File: config.mk
export PLATFORM = sky130hd
export DESIGN_NAME = hpfc_power_fire
export DESIGN_NICKNAME = d
export VERILOG_FILES = /design/src/hpfc_pkg.sv /design/src/hpfc_power_fire.sv
export SDC_FILE = /design/constraint.sdc
export NUM_CORES = 1
export LEC_CHECK = 0
export ABC_AREA = 1
export BUFFER_PORTS_ARGS = -buffer_cell sky130_fd_sc_hd__buf_2
export CELL_PAD_IN_SITES_DETAIL_PLACEMENT = 0
export CELL_PAD_IN_SITES_GLOBAL_PLACEMENT = 2
export CORE_MARGIN = 5
export CORE_UTILIZATION = 32
export DETAILED_ROUTE_END_ITERATION = 16
export PLACE_DENSITY_LB_ADDON = 0.08
export SETUP_SLACK_MARGIN = 0.05
export SYNTH_ARGS = -nofsm -noshare
export SYNTH_HDL_FRONTEND = slang
export SYNTH_SLANG_ARGS = --single-unit
export TNS_END_PERCENT = 1
File: constraint.sdc
create_clock -name ref_clk -period 2.15 [get_ports ref_clk]
set_input_delay 0.43 -clock ref_clk [delete_from_list [all_inputs] [get_ports ref_clk]]
set_output_delay 0.43 -clock ref_clk [all_outputs]
set_load 0.01 [all_outputs]
File: src/hpfc_pkg.sv
// Shared constants and types for the haptic power and fire control block
package hpfc_pkg;

  // ----------------------------------------------------------------
  // Register offsets
  // ----------------------------------------------------------------
  localparam logic [7:0] ADDR_STATUS    = 8'h00;
  localparam logic [7:0] ADDR_MODE      = 8'h01;
  localparam logic [7:0] ADDR_SEQ_FIRST = 8'h04;
  localparam logic [7:0] ADDR_SEQ_LAST  = 8'h0B;
  localparam logic [7:0] ADDR_FIRE      = 8'h0C;
  localparam logic [7:0] ADDR_RATED     = 8'h16;
  localparam logic [7:0] ADDR_PEAK      = 8'h17;
  localparam logic [7:0] ADDR_LOOP_CTRL = 8'h1D;

  // ----------------------------------------------------------------
  // Field positions
  // ----------------------------------------------------------------
  localparam int STATUS_OC_BIT   = 0;
  localparam int MODE_RESET_BIT  = 7;
  localparam int MODE_HOLD_BIT   = 6;
  localparam int MODE_SEL_LSB    = 0;
  localparam int FIRE_BIT_POS    = 0;
  localparam int LOOP_OPEN_BIT   = 0;
  localparam int SEQ_SLOTS       = 8;

  // ----------------------------------------------------------------
  // Values after reset
  // ----------------------------------------------------------------
  localparam logic [7:0] MODE_RESET_VAL  = 8'h40;
  localparam logic [7:0] SEQ_RESET_VAL   = 8'h00;
  localparam logic [7:0] RATED_RESET_VAL = 8'h3F;
  localparam logic [7:0] PEAK_RESET_VAL  = 8'h89;

  // ----------------------------------------------------------------
  // Timing
  // ----------------------------------------------------------------
  localparam int CLK_PERIOD_NS   = 40;
  localparam int SLOT_TIME_US    = 1000;
  localparam int PROC_TIME_US    = 1000;
  localparam int SLOT_CYCLES_DEF = (SLOT_TIME_US * 1000) / CLK_PERIOD_NS;
  localparam int PROC_CYCLES_DEF = (PROC_TIME_US * 1000) / CLK_PERIOD_NS;

  // ----------------------------------------------------------------
  // Enumerations
  // ----------------------------------------------------------------
  typedef enum logic [1:0] {
    PWR_SHUTDOWN = 2'b00,
    PWR_STANDBY  = 2'b01,
    PWR_READY    = 2'b11,
    PWR_ACTIVE   = 2'b10
  } hpfc_power_t;

  typedef enum logic [1:0] {
    PROC_IDLE = 2'b00,
    PROC_PLAY = 2'b01,
    PROC_CAL  = 2'b11,
    PROC_DIAG = 2'b10
  } hpfc_proc_t;

  typedef enum logic [2:0] {
    MODE_INT_TRIG   = 3'h0,
    MODE_EDGE_TRIG  = 3'h1,
    MODE_LEVEL_TRIG = 3'h2,
    MODE_PWM        = 3'h3,
    MODE_AUDIO      = 3'h4,
    MODE_REALTIME   = 3'h5,
    MODE_DIAG       = 3'h6,
    MODE_CAL        = 3'h7
  } hpfc_mode_t;

endpackage : hpfc_pkg

File: src/hpfc_power_fire.sv
// Power states, fire control and short handling of the haptic driver
// Function
// - Chip active pin high means active; low means shutdown, registers kept.
// - With chip active pin low, no register read or write is performed.
// - Low power hold bit forces standby and is set after reset.
// - Standby keeps registers and still serves reads and writes.
// - Setting low power hold stops any playing waveform at once.
// - Clearing low power hold moves standby to ready.
// - Full soft reset aborts playback and returns all registers to defaults.
// - Full soft reset bit clears itself after the reset finishes.
// - Fire signal in ready state starts playback, calibration or diagnostics.
// - Short seen in the first cycle of a process blocks further starts until the mode field changes.
// - Playback plays the waveform identifiers of sequencer slots 0x04 to 0x0B.
// - Fire bit stays set during the sequence and clears at its end.
// - Host clearing fire bit during playback cancels the sequence.
// - In external trigger modes the pin drives the fire bit.
// - Continuous modes assert fire signal without touching stored fire bit.
// - Output short during a process sets flag until gone and cuts current.
// - Shorts are checked only while a process runs.
// - Regulator short shuts down; on removal restart from defaults.
// - Open loop takes drive level from peak limit, ignoring steady level.
// - Edge mode: rising edge sets, second rising edge clears, falling ignored.
// - Level mode: fire bit follows the pin, a falling edge cancels.
`timescale 1ns/10ps
module hpfc_power_fire
  import hpfc_pkg::*;
#(
  parameter int unsigned SLOT_CYCLES = SLOT_CYCLES_DEF,
  parameter int unsigned PROC_CYCLES = PROC_CYCLES_DEF
) (
  input  wire logic       ref_clk,
  input  wire logic       sys_rst,
  input  wire logic       chip_active_pin,
  input  wire logic       external_trigger_pin,
  input  wire logic       regulator_short_pin,
  input  wire logic       output_short_sense,
  input  wire logic       reg_wr_en,
  input  wire logic       reg_rd_en,
  input  wire logic [7:0] reg_addr,
  input  wire logic [7:0] reg_wdata,
  output logic      [7:0] reg_rdata,
  output logic            reg_rd_valid,
  output logic      [1:0] power_state,
  output logic            fire_signal,
  output logic            drive_enable,
  output logic      [7:0] drive_level,
  output logic      [7:0] active_waveform,
  output logic            output_overcurrent_flag
);
  // ----------------------------------------------------------------
  // Declarations
  // ----------------------------------------------------------------
  logic        regs_rst;
  logic        wr_ok;
  logic        rd_ok;
  logic        can_run;
  logic        cont_sel;
  logic        fire_sig;
  logic        ext_rise;
  logic        mode_changed;
  logic        proc_finish;
  logic        proc_start;
  logic [7:0]  rdata_next;
  hpfc_power_t power_next;
  hpfc_proc_t  proc_kind;
  logic        soft_rst_reg;
  logic        hold_reg;
  hpfc_mode_t  mode_sel_reg;
  logic [7:0]  seq_reg [SEQ_SLOTS];
  logic [7:0]  rated_reg;
  logic [7:0]  peak_reg;
  logic        open_loop_reg;
  logic        fire_bit_reg;
  logic        ext_prev_reg;
  logic        oc_flag_reg;
  logic        oc_lock_reg;
  logic        proc_first_reg;
  hpfc_proc_t  proc_reg;
  logic [2:0]  slot_reg;
  logic [31:0] cnt_reg;
  logic [7:0]  reg_rdata_reg;
  logic        reg_rd_valid_reg;
  hpfc_power_t power_reg;
  logic        fire_signal_reg;
  logic        drive_enable_reg;
  logic [7:0]  drive_level_reg;
  logic [7:0]  active_waveform_reg;
  // ----------------------------------------------------------------
  // Access gating and reset sources
  // ----------------------------------------------------------------
  assign regs_rst = sys_rst | soft_rst_reg | regulator_short_pin;
  assign wr_ok    = reg_wr_en & chip_active_pin & ~regulator_short_pin & ~soft_rst_reg;
  assign rd_ok    = reg_rd_en & chip_active_pin & ~regulator_short_pin;
  assign can_run  = chip_active_pin & ~hold_reg & ~regulator_short_pin;
  assign cont_sel = mode_sel_reg inside {MODE_PWM, MODE_AUDIO, MODE_REALTIME};
  assign fire_sig = fire_bit_reg | cont_sel;
  assign ext_rise = external_trigger_pin & ~ext_prev_reg;
  assign mode_changed = wr_ok && (reg_addr == ADDR_MODE) &&
                        (reg_wdata[MODE_SEL_LSB +: 3] != mode_sel_reg);
  // ----------------------------------------------------------------
  // Mode and power control register
  // ----------------------------------------------------------------
  always_ff @(posedge ref_clk) begin
    if (sys_rst || regulator_short_pin) begin
      soft_rst_reg <= 1'b0;
    end else if (soft_rst_reg) begin
      soft_rst_reg <= 1'b0;
    end else if (wr_ok && reg_addr == ADDR_MODE) begin
      soft_rst_reg <= reg_wdata[MODE_RESET_BIT];
    end
  end
  always_ff @(posedge ref_clk) begin
    if (regs_rst) begin
      hold_reg     <= MODE_RESET_VAL[MODE_HOLD_BIT];
      mode_sel_reg <= hpfc_mode_t'(MODE_RESET_VAL[MODE_SEL_LSB +: 3]);
    end else if (wr_ok && reg_addr == ADDR_MODE) begin
      hold_reg     <= reg_wdata[MODE_HOLD_BIT];
      mode_sel_reg <= hpfc_mode_t'(reg_wdata[MODE_SEL_LSB +: 3]);
    end
  end
  // ----------------------------------------------------------------
  // Sequencer, level and loop registers
  // ----------------------------------------------------------------
  always_ff @(posedge ref_clk) begin
    if (regs_rst) begin
      for (int i = 0; i < SEQ_SLOTS; i++) begin
        seq_reg[i] <= SEQ_RESET_VAL;
      end
      rated_reg     <= RATED_RESET_VAL;
      peak_reg      <= PEAK_RESET_VAL;
      open_loop_reg <= 1'b0;
    end else if (wr_ok) begin
      if (reg_addr >= ADDR_SEQ_FIRST && reg_addr <= ADDR_SEQ_LAST) begin
        seq_reg[3'(reg_addr - ADDR_SEQ_FIRST)] <= reg_wdata;
      end else if (reg_addr == ADDR_RATED) begin
        rated_reg <= reg_wdata;
      end else if (reg_addr == ADDR_PEAK) begin
        peak_reg <= reg_wdata;
      end else if (reg_addr == ADDR_LOOP_CTRL) begin
        open_loop_reg <= reg_wdata[LOOP_OPEN_BIT];
      end
    end
  end
  // ----------------------------------------------------------------
  // Fire bit
  // ----------------------------------------------------------------
  always_ff @(posedge ref_clk) begin
    ext_prev_reg <= sys_rst ? 1'b0 : external_trigger_pin;
  end
  always_ff @(posedge ref_clk) begin
    if (regs_rst) begin
      fire_bit_reg <= 1'b0;
    end else if (mode_sel_reg == MODE_LEVEL_TRIG) begin
      fire_bit_reg <= external_trigger_pin;
    end else if (wr_ok && reg_addr == ADDR_FIRE) begin
      fire_bit_reg <= reg_wdata[FIRE_BIT_POS];
    end else if (mode_sel_reg == MODE_EDGE_TRIG && ext_rise) begin
      fire_bit_reg <= ~fire_bit_reg;
    end else if (proc_finish || hold_reg) begin
      fire_bit_reg <= 1'b0;
    end
  end
  // ----------------------------------------------------------------
  // Process engine
  // ----------------------------------------------------------------
  always_comb begin
    if (mode_sel_reg == MODE_CAL) begin
      proc_kind = PROC_CAL;
    end else if (mode_sel_reg == MODE_DIAG) begin
      proc_kind = PROC_DIAG;
    end else begin
      proc_kind = PROC_PLAY;
    end
  end
  assign proc_start = can_run && (proc_reg == PROC_IDLE) && fire_sig && !oc_lock_reg;
  always_comb begin
    proc_finish = 1'b0;
    if (can_run && proc_reg != PROC_IDLE && fire_sig) begin
      if (output_short_sense) begin
        proc_finish = 1'b1;
      end else if (proc_reg == PROC_PLAY) begin
        if (!cont_sel && (seq_reg[slot_reg] == SEQ_RESET_VAL ||
            (slot_reg == 3'(SEQ_SLOTS - 1) && cnt_reg == SLOT_CYCLES - 1))) begin
          proc_finish = 1'b1;
        end
      end else if (cnt_reg == PROC_CYCLES - 1) begin
        proc_finish = 1'b1;
      end
    end
  end
  always_ff @(posedge ref_clk) begin
    if (regs_rst || !can_run) begin
      proc_reg       <= PROC_IDLE;
      slot_reg       <= 3'h0;
      cnt_reg        <= 32'h0000_0000;
      proc_first_reg <= 1'b0;
    end else begin
      proc_first_reg <= proc_start;
      case (proc_reg)
        PROC_IDLE: begin
          if (proc_start) begin
            proc_reg <= proc_kind;
            slot_reg <= 3'h0;
            cnt_reg  <= 32'h0000_0000;
          end
        end
        default: begin
          if (!fire_sig || proc_finish) begin
            proc_reg <= PROC_IDLE;
          end else if (proc_reg == PROC_PLAY && cont_sel) begin
            cnt_reg <= 32'h0000_0000;
          end else if (proc_reg == PROC_PLAY && cnt_reg == SLOT_CYCLES - 1) begin
            cnt_reg  <= 32'h0000_0000;
            slot_reg <= slot_reg + 3'h1;
          end else begin
            cnt_reg <= cnt_reg + 32'h0000_0001;
          end
        end
      endcase
    end
  end
  // ----------------------------------------------------------------
  // Output short handling
  // ----------------------------------------------------------------
  always_ff @(posedge ref_clk) begin
    if (regs_rst) begin
      oc_flag_reg <= 1'b0;
    end else if (proc_reg != PROC_IDLE && output_short_sense) begin
      oc_flag_reg <= 1'b1;
    end else if (!output_short_sense) begin
      oc_flag_reg <= 1'b0;
    end
  end
  always_ff @(posedge ref_clk) begin
    if (regs_rst) begin
      oc_lock_reg <= 1'b0;
    end else if (proc_first_reg && output_short_sense) begin
      oc_lock_reg <= 1'b1;
    end else if (mode_changed) begin
      oc_lock_reg <= 1'b0;
    end
  end
  // ----------------------------------------------------------------
  // Power state
  // ----------------------------------------------------------------
  always_comb begin
    if (!chip_active_pin || regulator_short_pin) begin
      power_next = PWR_SHUTDOWN;
    end else if (hold_reg) begin
      power_next = PWR_STANDBY;
    end else if (proc_reg != PROC_IDLE) begin
      power_next = PWR_ACTIVE;
    end else begin
      power_next = PWR_READY;
    end
  end
  always_ff @(posedge ref_clk) begin
    if (sys_rst) begin
      power_reg <= PWR_STANDBY;
    end else begin
      power_reg <= power_next;
    end
  end
  // ----------------------------------------------------------------
  // Drive outputs
  // ----------------------------------------------------------------
  always_ff @(posedge ref_clk) begin
    if (sys_rst) begin
      fire_signal_reg     <= 1'b0;
      drive_enable_reg    <= 1'b0;
      drive_level_reg     <= 8'h00;
      active_waveform_reg <= 8'h00;
    end else begin
      fire_signal_reg     <= fire_sig & ~regs_rst;
      drive_enable_reg    <= (proc_reg != PROC_IDLE) & can_run & ~output_short_sense;
      drive_level_reg     <= open_loop_reg ? peak_reg : rated_reg;
      active_waveform_reg <= (proc_reg == PROC_PLAY && !cont_sel) ? seq_reg[slot_reg] : 8'h00;
    end
  end
  // ----------------------------------------------------------------
  // Register read
  // ----------------------------------------------------------------
  always_comb begin
    rdata_next = 8'h00;
    if (reg_addr == ADDR_STATUS) begin
      rdata_next[STATUS_OC_BIT] = oc_flag_reg;
    end else if (reg_addr == ADDR_MODE) begin
      rdata_next[MODE_RESET_BIT]      = soft_rst_reg;
      rdata_next[MODE_HOLD_BIT]       = hold_reg;
      rdata_next[MODE_SEL_LSB +: 3]   = mode_sel_reg;
    end else if (reg_addr >= ADDR_SEQ_FIRST && reg_addr <= ADDR_SEQ_LAST) begin
      rdata_next = seq_reg[3'(reg_addr - ADDR_SEQ_FIRST)];
    end else if (reg_addr == ADDR_FIRE) begin
      rdata_next[FIRE_BIT_POS] = fire_bit_reg;
    end else if (reg_addr == ADDR_RATED) begin
      rdata_next = rated_reg;
    end else if (reg_addr == ADDR_PEAK) begin
      rdata_next = peak_reg;
    end else if (reg_addr == ADDR_LOOP_CTRL) begin
      rdata_next[LOOP_OPEN_BIT] = open_loop_reg;
    end
  end
  always_ff @(posedge ref_clk) begin
    if (sys_rst) begin
      reg_rdata_reg    <= 8'h00;
      reg_rd_valid_reg <= 1'b0;
    end else begin
      reg_rd_valid_reg <= rd_ok;
      if (rd_ok) begin
        reg_rdata_reg <= rdata_next;
      end
    end
  end
  assign reg_rdata               = reg_rdata_reg;
  assign reg_rd_valid            = reg_rd_valid_reg;
  assign power_state             = power_reg;
  assign fire_signal             = fire_signal_reg;
  assign drive_enable            = drive_enable_reg;
  assign drive_level             = drive_level_reg;
  assign active_waveform         = active_waveform_reg;
  assign output_overcurrent_flag = oc_flag_reg;
endmodule : hpfc_power_fire

Word level (Yosys, flattened, before mapping). Memories as Yosys holds them, arrays and structs flattened. A register that Yosys moved wholly into a read port is not among the register bits. Index checks and enable logic that the tools add are counted.

Register bits after elaboration: 93. Memory bits (writable): 64. Logic and storage cells: 176. Memories: 1.

Memory list: seq_reg (depth 8, width 8, read ports 2, clocked after memory_dff 1, write ports 8, line hpfc_power_fire.sv:69) `logic [7:0] seq_reg [SEQ_SLOTS];`.

$add $sub $neg: 3. $lt $le $gt $ge: 2. Equality and inequality tests: 20. Mux-type cells: 55. Bitwise gates (word level): 26. Reduce and logical (&&, ||, !) cells: 47.

Operator list (number): 2-to-1 mux 32 bit (5); adder 32 x 1 -> 32 bit, second input constant (1); equality test 32 x 15 -> 1 bit, second input constant (1); 2-to-1 mux 8 bit (4); 2-to-1 mux 3 bit (10); 2-to-1 mux 1 bit (27); equality test 8 x 5 -> 1 bit, second input constant (3); 2-to-1 mux 7 bit (3); logical AND 1 bit (17); logical NOT 8 bit (2); equality test 3 bit, second input constant (5); 2-to-1 mux 2 bit (6); NOT 1 bit (12); AND 1 bit (11); equality test 8 x 1 -> 1 bit, second input constant (1); equality test 8 x 4 -> 1 bit, second input constant (1); >= comparator 8 x 3 -> 1 bit, second input constant (1); <= comparator 8 x 4 -> 1 bit, second input constant (1); AND reduction 4 bit (2); nonzero test 2 bit (4); OR reduction 8 bit (1); equality test 3 x 2 -> 1 bit, second input constant (2); logical OR 1 bit (6); != test 2 bit, second input constant (3); 16 further kinds (24).

Logic depth before layout (Yosys ltp). Gate-level depths: netlist of the first run.

Depth after elaboration: 13. Gate-level depth with buffers: 19. Gate-level depth less buffers: 16.

Worst setup path before layout of the first run. No wires, ideal clock.

Path type: in2reg. Start point: input port reg_addr[7]. End point: memory seq_reg[0][0], enable pin. Arrival: 1.779 ns. Slack: 0.043 ns. Cell stages on the path: 9. Buffers on the path: 0. Cells stage by stage: nor2_1 inv_1 nor3_1 nand3_1 inv_1 nand3_1 nor2_1 nand2_1 nand2_1.

RTL lines: from (decl) (line hpfc_power_fire.sv:39) `input wire logic [7:0] reg_addr,`; to (decl) (line hpfc_power_fire.sv:69).

==> impl_results.md, run 1 <==
* Status: finished, violations left
* Violated checks: negative setup slack
* Total Die Area at 29700 sq um
* Final worst slack at -105 ps
* Total grt overflow at 0
* Avg Inst Size Synth at 7.42 sq um
* R2R depth at 15
* Seq/Total Area, Yosys at 45.6%
* Reg power frac at 48.1%
* Critical path endpoint category: register
* Hpwl dp at 23500 um
* Part of the power in combinational logic at 7.0%
* Tcrit/Tclk final at 105%
* CTS sink count at 160
* Std cell rows at 59
* First-pass GRT wire length at 48000 um
* H-tree Lvls at 4
* PortBufs at 53
* CP Buf/Inv Count at 3
* CP delay by family, top: simple AND/OR/NAND/NOR gates
* Die width at 172 um
* Crit Path Category: reg -> reg
* Ys flop type: dfxtp_1
* Layout cell share with drive strength beyond 1 at 21.3%
* CP arrival at 2580 ps
* Clk_skew at 11.8 ps
* Number of cells on the critical path at 15
* Pwr Density at 622 nW/um^2
* Initial Utilization at 32.4%
* Largest register FFs at 64
* Vias per cell at 4.95
* DIE HEIGHT at 172 um
* Finished Core Util at 41.9%
* Peak supply drop at 0.339 mV
* Area delta synth->final at 29.4%
* Post-route antenna net violation count at 0
* Core area at 26000 sq um
* Initial antenna violation count at 0
* # fillers at 2740
* Number of synthesized flops with an enable pin at 64
* Hold Buf Count CTS at 0
* Worst hold stages at 2
* Drt drc at 0
* Minimum clock period at 2260 ps
* LEAKAGE at 4.35 nW
* 1st-pass router iterations at 5
* Post-synthesis async set-or-reset flop share at 0%
* Worst Path Required at 2480 ps
* TritonCTS clock tree: yes
* Synth Warn # at 0
* Psw at 1.76 mW
* Final hold violations at 0
* Synth Register Bits at 160
* Final Max Slew Viols at 0
* Most frequent cells in the layout: nand2_1, nor2_1, buf_4
* Final WL at 31000 um
* Sw frac at 26.0%
* CP max stage delay at 390 ps
* Clk buf depth at 2
* GRT Overall Usage at 21.3%
* Most common cell after layout, fill and taps aside: nand2_1
* Antenna diodes at 0
* Worst setup path end: cnt_reg[8]
* Max-cap viol count at 0
* R2r endpoint: cnt_reg[8]
* Clock Tree Root: clkbuf_16
* HP Class: in -> reg
* Fmax achieved at 443 MHz
* Worst-path maximum fanout at 13
* Clock Latency Late Sink at 430 ps
* Worst-margin pin slew at 576 ps
* Slew HR at 61.4%
* Wire length per cell at 18.7 um
* Clock Power Share at 44.9%
* Synth Instances at 1135
* RSZ-0062 raised after global routing: true
* Post-synthesis cell area at 8420 sq um
* Boundary Pins at 54
* Syn_nets at 1162
* Final Setup Violations at 36
* Pin count of the biggest net entering global routing at 31
* GPL Wtd Cong at 0.925
* Yosys cell types at 38
* # nets final at 1341
* Flop2flop setup slack at -110 ps
* CP Launch Type: register
* Internal Power at 5.02 mW
* Worst hold slack at 221 ps
* Cell repeated most along the worst path: nand2_2
* Total design power at 6.78 mW
* DR vias at 8235
* Clock transition at path regs at 70 ps
* Initial DRC count at 521
* TritonCTS Buffers at 17
* CP cell instances: clkinvlp_4, o211ai_1, buf_4, nand2_2, nand2_2, nand2_2, nor2_2, nand3_2, nand2_2, nand2_2, nand3_4, nand2_8, buf_12, o21ai_1, nor2_1
* Slowest cell on the critical path: dfxtp_4
* Vias in the first global route at 8143
==> worst register-to-register path, cell delays in order, from the launching register on <==
cell and delay, ps:
dfxtp_4 390, clkinvlp_4 200, o211ai_1 250, buf_4 150, nand2_2 50, nand2_2 80
nand2_2 60, nor2_2 90, nand3_2 130, nand2_2 100, nand2_2 70, nand3_4 170
nand2_8 110, buf_12 180, o21ai_1 120, nor2_1 50
==> layer usage <==
metal / global-route usage (%) / share of wire (%) / up-vias / wire, um
met5: 0 / 0 / - / 0
met4: 5.71 / 1.7 / 0 / 521
met3: 3.16 / 3.9 / 30 / 1220
met2: 36.7 / 49 / 172 / 15300
met1: 28.0 / 45 / 3850 / 14000
li1: - / - / 4183 / -
==> synthesized netlist by cell type, drive strengths merged, types with 2 or more instances <==
master,number,area [sq um]
a211oi,5,37.5
a21oi,78,390
buf,20,151
clkbuf,29,109
clkinv,8,30.0
dfxtp,96,1920
edfxtp,64,1920
ha,3,37.5
inv,109,412
nand2,238,903
nand3,94,483
nand3b,4,30.0
nand4,14,87.6
nor2,186,706
nor3,44,225
nor4,12,75.1
o2111ai,3,26.3
o211ai,26,195
o21ai,54,274
o221ai,13,114
o22ai,2,12.5
or2,2,12.5
xnor2,13,114
xor2,15,131
==> cells by family (layout without fill, tap and decap cells) <==
kind of cell,count (synthesis),after routing,synth area share [%]
AND/OR/NAND/NOR,594,595,29.9
AO/OA/AOI/OAI,184,184,12.7
flip-flops,160,160,45.6
adder cells (fa/ha/maj),3,3,0.446
XOR/XNOR,28,28,2.91
buffers and inverters,166,357,8.33
==> how the worst min path moves through the flow <==
stage                                   start              to  slack (ps)
after floorplan                   peak_reg[0]  drive_level[0]         440
after global placement           reg_rdata[5]    reg_rdata[5]         450
after detailed placement         reg_rdata[2]    reg_rdata[2]         460
final                     regulator_short_pin    soft_rst_reg         220
after CTS                 regulator_short_pin    soft_rst_reg         200
after global routing      regulator_short_pin    soft_rst_reg         230
==> stage by stage <==
stage | area (sq um) | cells | worst slack [ps] | TNS [ps]
2_1_floorplan | 8420 | 1135 | 42.5 | 0
3_3_place_gp | 10100 | 1624 | -170 | -12960
3_5_place_dp | 10100 | 1624 | -201 | -13290
4_1_cts | 10800 | 1659 | -74.3 | -1520
5_1_grt | 10900 | 1662 | -257 | -8760
6_report | 10900 | 1662 | -105 | -2580
==> final cells by class <==
type / instances / area (sq um) / area share (%)
multi-input combinational: 810 / 3980 / 36.5
inverter: 117 / 442 / 4.05
timing repair buffer: 207 / 1620 / 14.8
tap: 335 / 419 / 3.85
timing repair inverter: 1 / 7.51 / 0.0689
clock inverter: 13 / 119 / 1.09
clock buffer: 19 / 464 / 4.26
sequential: 160 / 3850 / 35.3
==> timing repair <==
action / in CTS / in global routing
pin swaps: 1 / 4
setup buffers: 2 / 1
cloned: 1 / 2
setup endpoints to repair: 38 / 42
gates resized for setup: 12 / 20
==> power by group through the flow <==
stage / combinational, mW / sequential (mW) / clock (mW)
floorplan: 0.193 / 3.31 / 0
global placement: 0.469 / 3.33 / 0
detailed placement: 0.464 / 3.33 / 0
CTS: 0.468 / 3.26 / 3.14
global route: 0.516 / 3.26 / 3.24
finish: 0.473 / 3.26 / 3.05
No activity file was read; power rests on OpenSTA's default activity.
==> run 2: changes to the inputs <==
ABC_AREA = default   (was 1)
CORE_UTILIZATION = 35   (was 32)
GPL_TIMING_DRIVEN = 0   (was default)
==> run 2 against run 1 <==
  * The run still ends with negative setup slack left
  * Via count shrank 27%
  * Worst setup slack worse by 440 ps
  * Hold slack got worse by 20 ps
  * Global-route usage shrank 2.2 points
  * Area after synthesis fell by 5.7%
  * Combinational power shrank 7.2%
  * Cell area decreased by 8.4%
  * Cell count fell by 32%
  * Sequential share of layout area increased by 3.2 points
==> impl_results.md, run 2 <==
* Synth Warn # at 0 (unchanged)
* CP max stage delay at 510 ps (+120 ps)
* Clk_skew at 12.5 ps (+0.717 ps)
* Worst hold slack at 201 ps (-19.6 ps)
* R2r endpoint: cnt_reg[16]
* DIE HEIGHT at 161 um (-6.7%)
* Most frequent cells in the layout: dfxtp_1, and2_1, edfxtp_1
* Worst-margin pin slew at 1100 ps (+525 ps)
* Crit Path Category: reg -> reg
* Initial antenna violation count at 0 (unchanged)
* Flop2flop setup slack at -550 ps (-440 ps)
* TritonCTS clock tree: yes
* Most common cell in the netlist: dfxtp_1
* Largest register FFs at 64 (unchanged)
* Synth Register Bits at 160 (unchanged)
* HP Class: in -> reg
* RSZ-0062 raised after global routing: true
* Final hold violations at 0 (unchanged)
* GRT Overall Usage at 19.1% (-2.2 points)
* Syn_nets at 735 (-37%)
* Boundary Pins at 54 (unchanged)
* Most common cell after layout, fill and taps aside: dfxtp_1
* Total grt overflow at 0 (unchanged)
* Tcrit/Tclk final at 125% (+20 points)
* Slowest cell on the critical path: mux4_2
* Final Max Slew Viols at 0 (unchanged)
* Clock transition at path regs at 70 ps (about the same)
* Worst-path maximum fanout at 6 (-7)
* Placed Cells at 1043 (-36%)
* Clock Latency Late Sink at 430 ps (about the same)
* Final Setup Violations at 50 (+39%)
* Final worst slack at -545 ps (-440 ps)
* Worst Path Required at 2520 ps (+40 ps)
* Multi-input gate area at 4120 sq um (+3.5%)
* Total Die Area at 25800 sq um (-13%)
* Std cell rows at 55 (-6.8%)
* Clock Tree Root: clkbuf_16
* Minimum clock period at 2700 ps (+440 ps)
* Yosys cell types at 66 (+74%)
* Vias per cell at 5.38 (+8.6%)
* CP Buf/Inv Count at 6 (+3)
* Clk buf depth at 2 (unchanged)
* Post-synth top cells: dfxtp_1, and2_1, edfxtp_1, nor2_1, mux2i_1
* Cell repeated most along the worst path: buf_6
* Post-synthesis async set-or-reset flop share at 0% (unchanged)
* Hold Buf Count CTS at 0 (unchanged)
* HP Start: output_short_sense
* Avg Inst Size Synth at 11.2 sq um (+51%)
* DR vias at 6041 (-27%)
* GPL Wtd Cong at 0.824 (-11%)
* First-pass GRT wire length at 37600 um (-22%)
* Hold worst-path end: drive_enable
* H-tree Lvls at 4 (unchanged)
* Worst hold stages at 2 (unchanged)
* Post-route antenna net violation count at 0 (unchanged)
* # nets final at 852 (-36%)
* CP arrival at 3060 ps (+480 ps)
* Antenna diodes at 0 (unchanged)
* Top cell type's share of synthesized area at 24.2% (+1.4 points)
* Slew HR at 26.2% (-35 points)
* CTS sink count at 160 (unchanged)
* # fillers at 2121 (-23%)
* CP delay by family, top: buffers and inverters
* LEAKAGE at 3.63 nW (-17%)
* 1st-pass router iterations at 4 (-1)
* CP Launch Type: register
* Violated checks: negative setup slack
* Drt drc at 0 (unchanged)
* Total design power at 6.98 mW (+3.0%)
* Number of synthesized flops with an enable pin at 64 (unchanged)
* Pwr Density at 699 nW/um^2 (+12%)
* Synth Instances at 708 (-38%)
* Initial DRC count at 322 (-38%)
* Register area at 3850 sq um (about the same)
* Post-synthesis cell area at 7940 sq um (-5.7%)
* Seq/Total Area, Yosys at 48.4% (+2.8 points)
* PortBufs at 50 (-5.7%)
* Core area at 22500 sq um (-13%)
* Peak supply drop at 0.544 mV (+60%)
* Status: finished, violations left
* Filler-free cell count of the finished design at 1123 (-32%)
* TritonCTS Buffers at 17 (unchanged)
* Die width at 161 um (-6.7%)
* Pin count of the biggest net entering global routing at 17 (-45%)
* Final WL at 24100 um (-22%)
* Layout cell share with drive strength beyond 1 at 32.0% (+11 points)
* CP cell instances: buf_6, buf_12, buf_8, mux4_2, mux2i_2, and3_4, a31oi_4, buf_6, o21ai_4, buf_6, buf_8, o31ai_1, a21oi_2
* Fmax achieved at 371 MHz (-16%)
* Wire length per cell at 21.4 um (+15%)
* Top post-synthesis cells by area: dfxtp_1, edfxtp_1, mux4_2, mux2i_1, and2_1
* Initial Utilization at 35.3% (+2.9 points)
* Vias in the first global route at 6391 (-22%)
* Critical path endpoint category: register
* Area delta synth->final at 25.8%
* Ys flop type: dfxtp_1
* Yosys top cell by area: dfxtp_1
* R2R depth at 13 (-2)
* Max-cap viol count at 0 (unchanged)
* Hpwl dp at 16700 um (-29%)
-- run 2: cell families after synthesis --
group / after synthesis / share of synthesized area [%]
xor gates and xnor gates: 11 / 1.21
adders and majority gates: 3 / 0.473
AOI/OAI and AO/OA: 121 / 11.2
buffers and inverters: 46 / 3.31
DFF: 160 / 48.4
and+or+nand+nor: 288 / 20.1
muxes: 79 / 15.2
-- run 2: what timing repair did --
action                                  CTS  global route
setup buffers                            43             3
resized for setup                        74            25
gates cloned                              3             0
endpoints found under the setup margin  199           200
pin swaps                                21             8
-- run 2: worst max path at each step --
stage | endpoint | slack, ps | cells past startpoint
finish | cnt_reg[16] | -550 | 13
global route | cnt_reg[16] | -650 | 13
CTS | cnt_reg[10] | -520 | 13
detailed placement | seq_reg[3][1] | -1140 | 7
global placement | seq_reg[2][1] | -1150 | 7
floorplan | cnt_reg[10] | -190 | 11
-- run 2: cell type report --
cell class | instances | area share (%)
clock buffers | 20 | 4.90
clock inverters | 12 | 1.44
inverters | 6 | 0.226
flip-flops and latches | 160 | 38.5
plain buffers | 40 | 2.84
well taps | 285 | 3.57
repair buffers | 98 | 7.22
multi-input cells | 502 | 41.3
-- run 2: metrics by stage --
step,util [%],setup TNS [ps],cell area [sq um],setup WS (ps)
detailed placement,38.0,-167940,8560,-1140
CTS,43.8,-21640,9870,-517
finish,44.4,-22280,9990,-545
global placement,38.0,-171570,8560,-1150
global route,44.4,-31290,9990,-651
floorplan,-,-16070,7950,-194
-- run 2: layer usage --
layer / up-vias / GRT usage (%) / wire (um)
met5: - / 0 / 0
li1: 2879 / - / -
met2: 100 / 33.6 / 12300
met3: 31 / 2.87 / 695
met1: 3031 / 23.9 / 10400
met4: 0 / 6.41 / 597
-- run 2: where the power goes --
group	switching, mW	internal (mW)	total (mW)
sequential	0.0382	3.22	3.26
clock	1.37	1.91	3.28
combinational	0.245	0.193	0.439
==> run 3: changes to the inputs <==
SKIP_CTS_REPAIR_TIMING = 1   (was default)
==> run 3 against run 2 <==
  * The run still ends with negative setup slack left
  * Critical path type unchanged
  * Combinational power shrank 9.3%
  * Clock-buffer cell count is the same
  * Maximum frequency grew 1.0%
  * Die area is the same
  * Wire length shrank 3.0%
  * Sequential cell count is the same
  * Highest routed layer unchanged
==> impl_results.md, run 3 (same netlist as run 2, synthesis figures left out) <==
* Status: finished, violations left
* Violated checks: negative setup slack
* Worst hold stages at 2 (unchanged)
* Hold worst-path end: drive_enable
* CTS sink count at 160 (unchanged)
* Clock Tree Root: clkbuf_16
* Initial DRC count at 270 (-16%)
* Hpwl dp at 16700 um (unchanged)
* Core area at 22500 sq um (unchanged)
* Worst-margin pin slew at 926 ps (-175 ps)
* Fmax achieved at 375 MHz (+1.0%)
* Area delta synth->final at 22.5%
* TritonCTS Buffers at 17 (unchanged)
* Final Max Slew Viols at 0 (unchanged)
* Clock transition at path regs at 70 ps (about the same)
* RSZ-0062 raised after global routing: true
* Placed Cells at 1043 (unchanged)
* Clock Latency Late Sink at 430 ps (about the same)
* Final Setup Violations at 131 (+160%)
* Worst Path Required at 2500 ps (-20 ps)
* Critical path endpoint category: register
* Most common cell after layout, fill and taps aside: dfxtp_1
* Drt drc at 0 (unchanged)
* CP cell instances: buf_8, buf_12, mux4_2, mux2i_4, and4bb_4, a31oi_4, buf_6, buf_4, o21a_1, a21bo_2, a21oi_1
* H-tree Lvls at 4 (unchanged)
* R2R depth at 11 (-2)
* Final hold violations at 0 (unchanged)
* Max-cap viol count at 0 (unchanged)
* Filler-free cell count of the finished design at 1097 (-2.3%)
* GPL Wtd Cong at 0.824 (unchanged)
* TritonCTS clock tree: yes
* LEAKAGE at 3.49 nW (-3.9%)
* Crit Path Category: reg -> reg
* Wire length per cell at 21.3 um (-0.70%)
* PortBufs at 50 (unchanged)
* Slew HR at 38.3% (+12 points)
* Clk_skew at 9.65 ps (-2.83 ps)
* HP Start: output_short_sense
* First-pass GRT wire length at 36000 um (-4.4%)
* DR vias at 5911 (-2.2%)
* Initial antenna violation count at 0 (unchanged)
* CP arrival at 3020 ps (-40 ps)
* Boundary Pins at 54 (unchanged)
* Pin count of the biggest net entering global routing at 17 (unchanged)
* DP Worst Slack at -1140 ps (unchanged)
* Flop2flop setup slack at -520 ps (+30 ps)
* CP Launch Type: register
* Slowest cell on the critical path: mux4_2
* Vias per cell at 5.39 (+0.17%)
* Worst hold slack at 200 ps (-1.09 ps)
* Worst-path maximum fanout at 5 (-1)
* # nets final at 826 (-3.1%)
* Layout cell share with drive strength beyond 1 at 28.8% (-3.2 points)
* Final worst slack at -518 ps (+27.0 ps)
* Tcrit/Tclk final at 124% (-1.3 points)
* 1st-pass router iterations at 4 (unchanged)
* Final WL at 23300 um (-3.0%)
* Peak supply drop at 0.544 mV (about the same)
* Total Die Area at 25800 sq um (unchanged)
* GRT Overall Usage at 18.2% (-0.90 points)
* Largest register FFs at 64 (unchanged)
* Antenna diodes at 0 (unchanged)
* Minimum clock period at 2670 ps (-27.0 ps)
* Post-route antenna net violation count at 0 (unchanged)
* Vias in the first global route at 6141 (-3.9%)
* Initial Utilization at 35.3% (unchanged)
* Most frequent cells in the layout: dfxtp_1, and2_1, edfxtp_1
* HP Class: in -> reg
* R2r endpoint: cnt_reg[8]
* DIE HEIGHT at 161 um (unchanged)
* Total grt overflow at 0 (unchanged)
* Pwr Density at 713 nW/um^2 (+2.1%)
* Die width at 161 um (unchanged)
* Final setup TNS at -25770 ps (-3490 ps)
* CP max stage delay at 520 ps (about the same)
* Std cell rows at 55 (unchanged)
* Clk buf depth at 2 (unchanged)
run 3: cell types whose count changed in the layout (fill, tap and decap cells not counted), moves of 3 or more:
cell	previous run	this run
buf_6	20	7
buf_4	30	18
nor2_2	10	2
nor2_4	1	7
o21ai_4	1	7
o31ai_1	9	13
o21ai_1	6	3
o21ai_2	3	0
o31ai_2	3	0
run 3: how the worst max path moves through the flow:
stage	start	endpoint	cells past startpoint
floorplan	register	cnt_reg[10]	11
global placement	reg_addr[7]	seq_reg[2][1]	7
detailed placement	reg_addr[7]	seq_reg[3][1]	7
CTS	register	cnt_reg[3]	10
global route	register	cnt_reg[14]	11
finish	register	cnt_reg[8]	11
run 3: layer usage:
layer  wire length, um  global-route usage (%)  vias up  part of all wire [%]
li1                  -                       -     2822                     -
met2             11900                    32.2       88                    51
met3               774                    2.93       21                   3.3
met4               414                    5.04        0                   1.8
met5                 0                       0        -                     0
met1             10200                    23.0     2980                    44
run 3: area by class of cell:
class / count / area, sq um
Multi-Input combinational cell: 502 / 4160
Sequential cell: 160 / 3850
Clock inverter: 12 / 144
Inverter: 6 / 22.5
Buffer: 40 / 280
Timing Repair Buffer: 72 / 434
Fill cell: 2134 / 12800
Tap cell: 285 / 357
Clock buffer: 20 / 489
run 3: power by group:
part           internal, mW  switching, mW  total (mW)
clock                  1.91           1.37        3.28
sequential             3.22         0.0377        3.26
combinational         0.160          0.239       0.398
total                  5.30           1.65        6.94
run 3: metrics by stage:
step	util, %	total power [mW]	area (sq um)
after floorplan	-	3.53	7950
after global placement	38.0	3.68	8560
after detailed placement	38.0	3.69	8560
after CTS	40.8	6.95	9190
after global routing	43.2	7.14	9730
final	43.2	6.94	9730
run 3: worst max-delay path, delay by kind of cell (launching register included):
kind,cells,cell delay (ps)
buffers and inverters,4,560
AND/OR/NAND/NOR,1,280
AO/OA/AOI/OAI,4,650
flip-flops,1,330
multiplexers,2,760
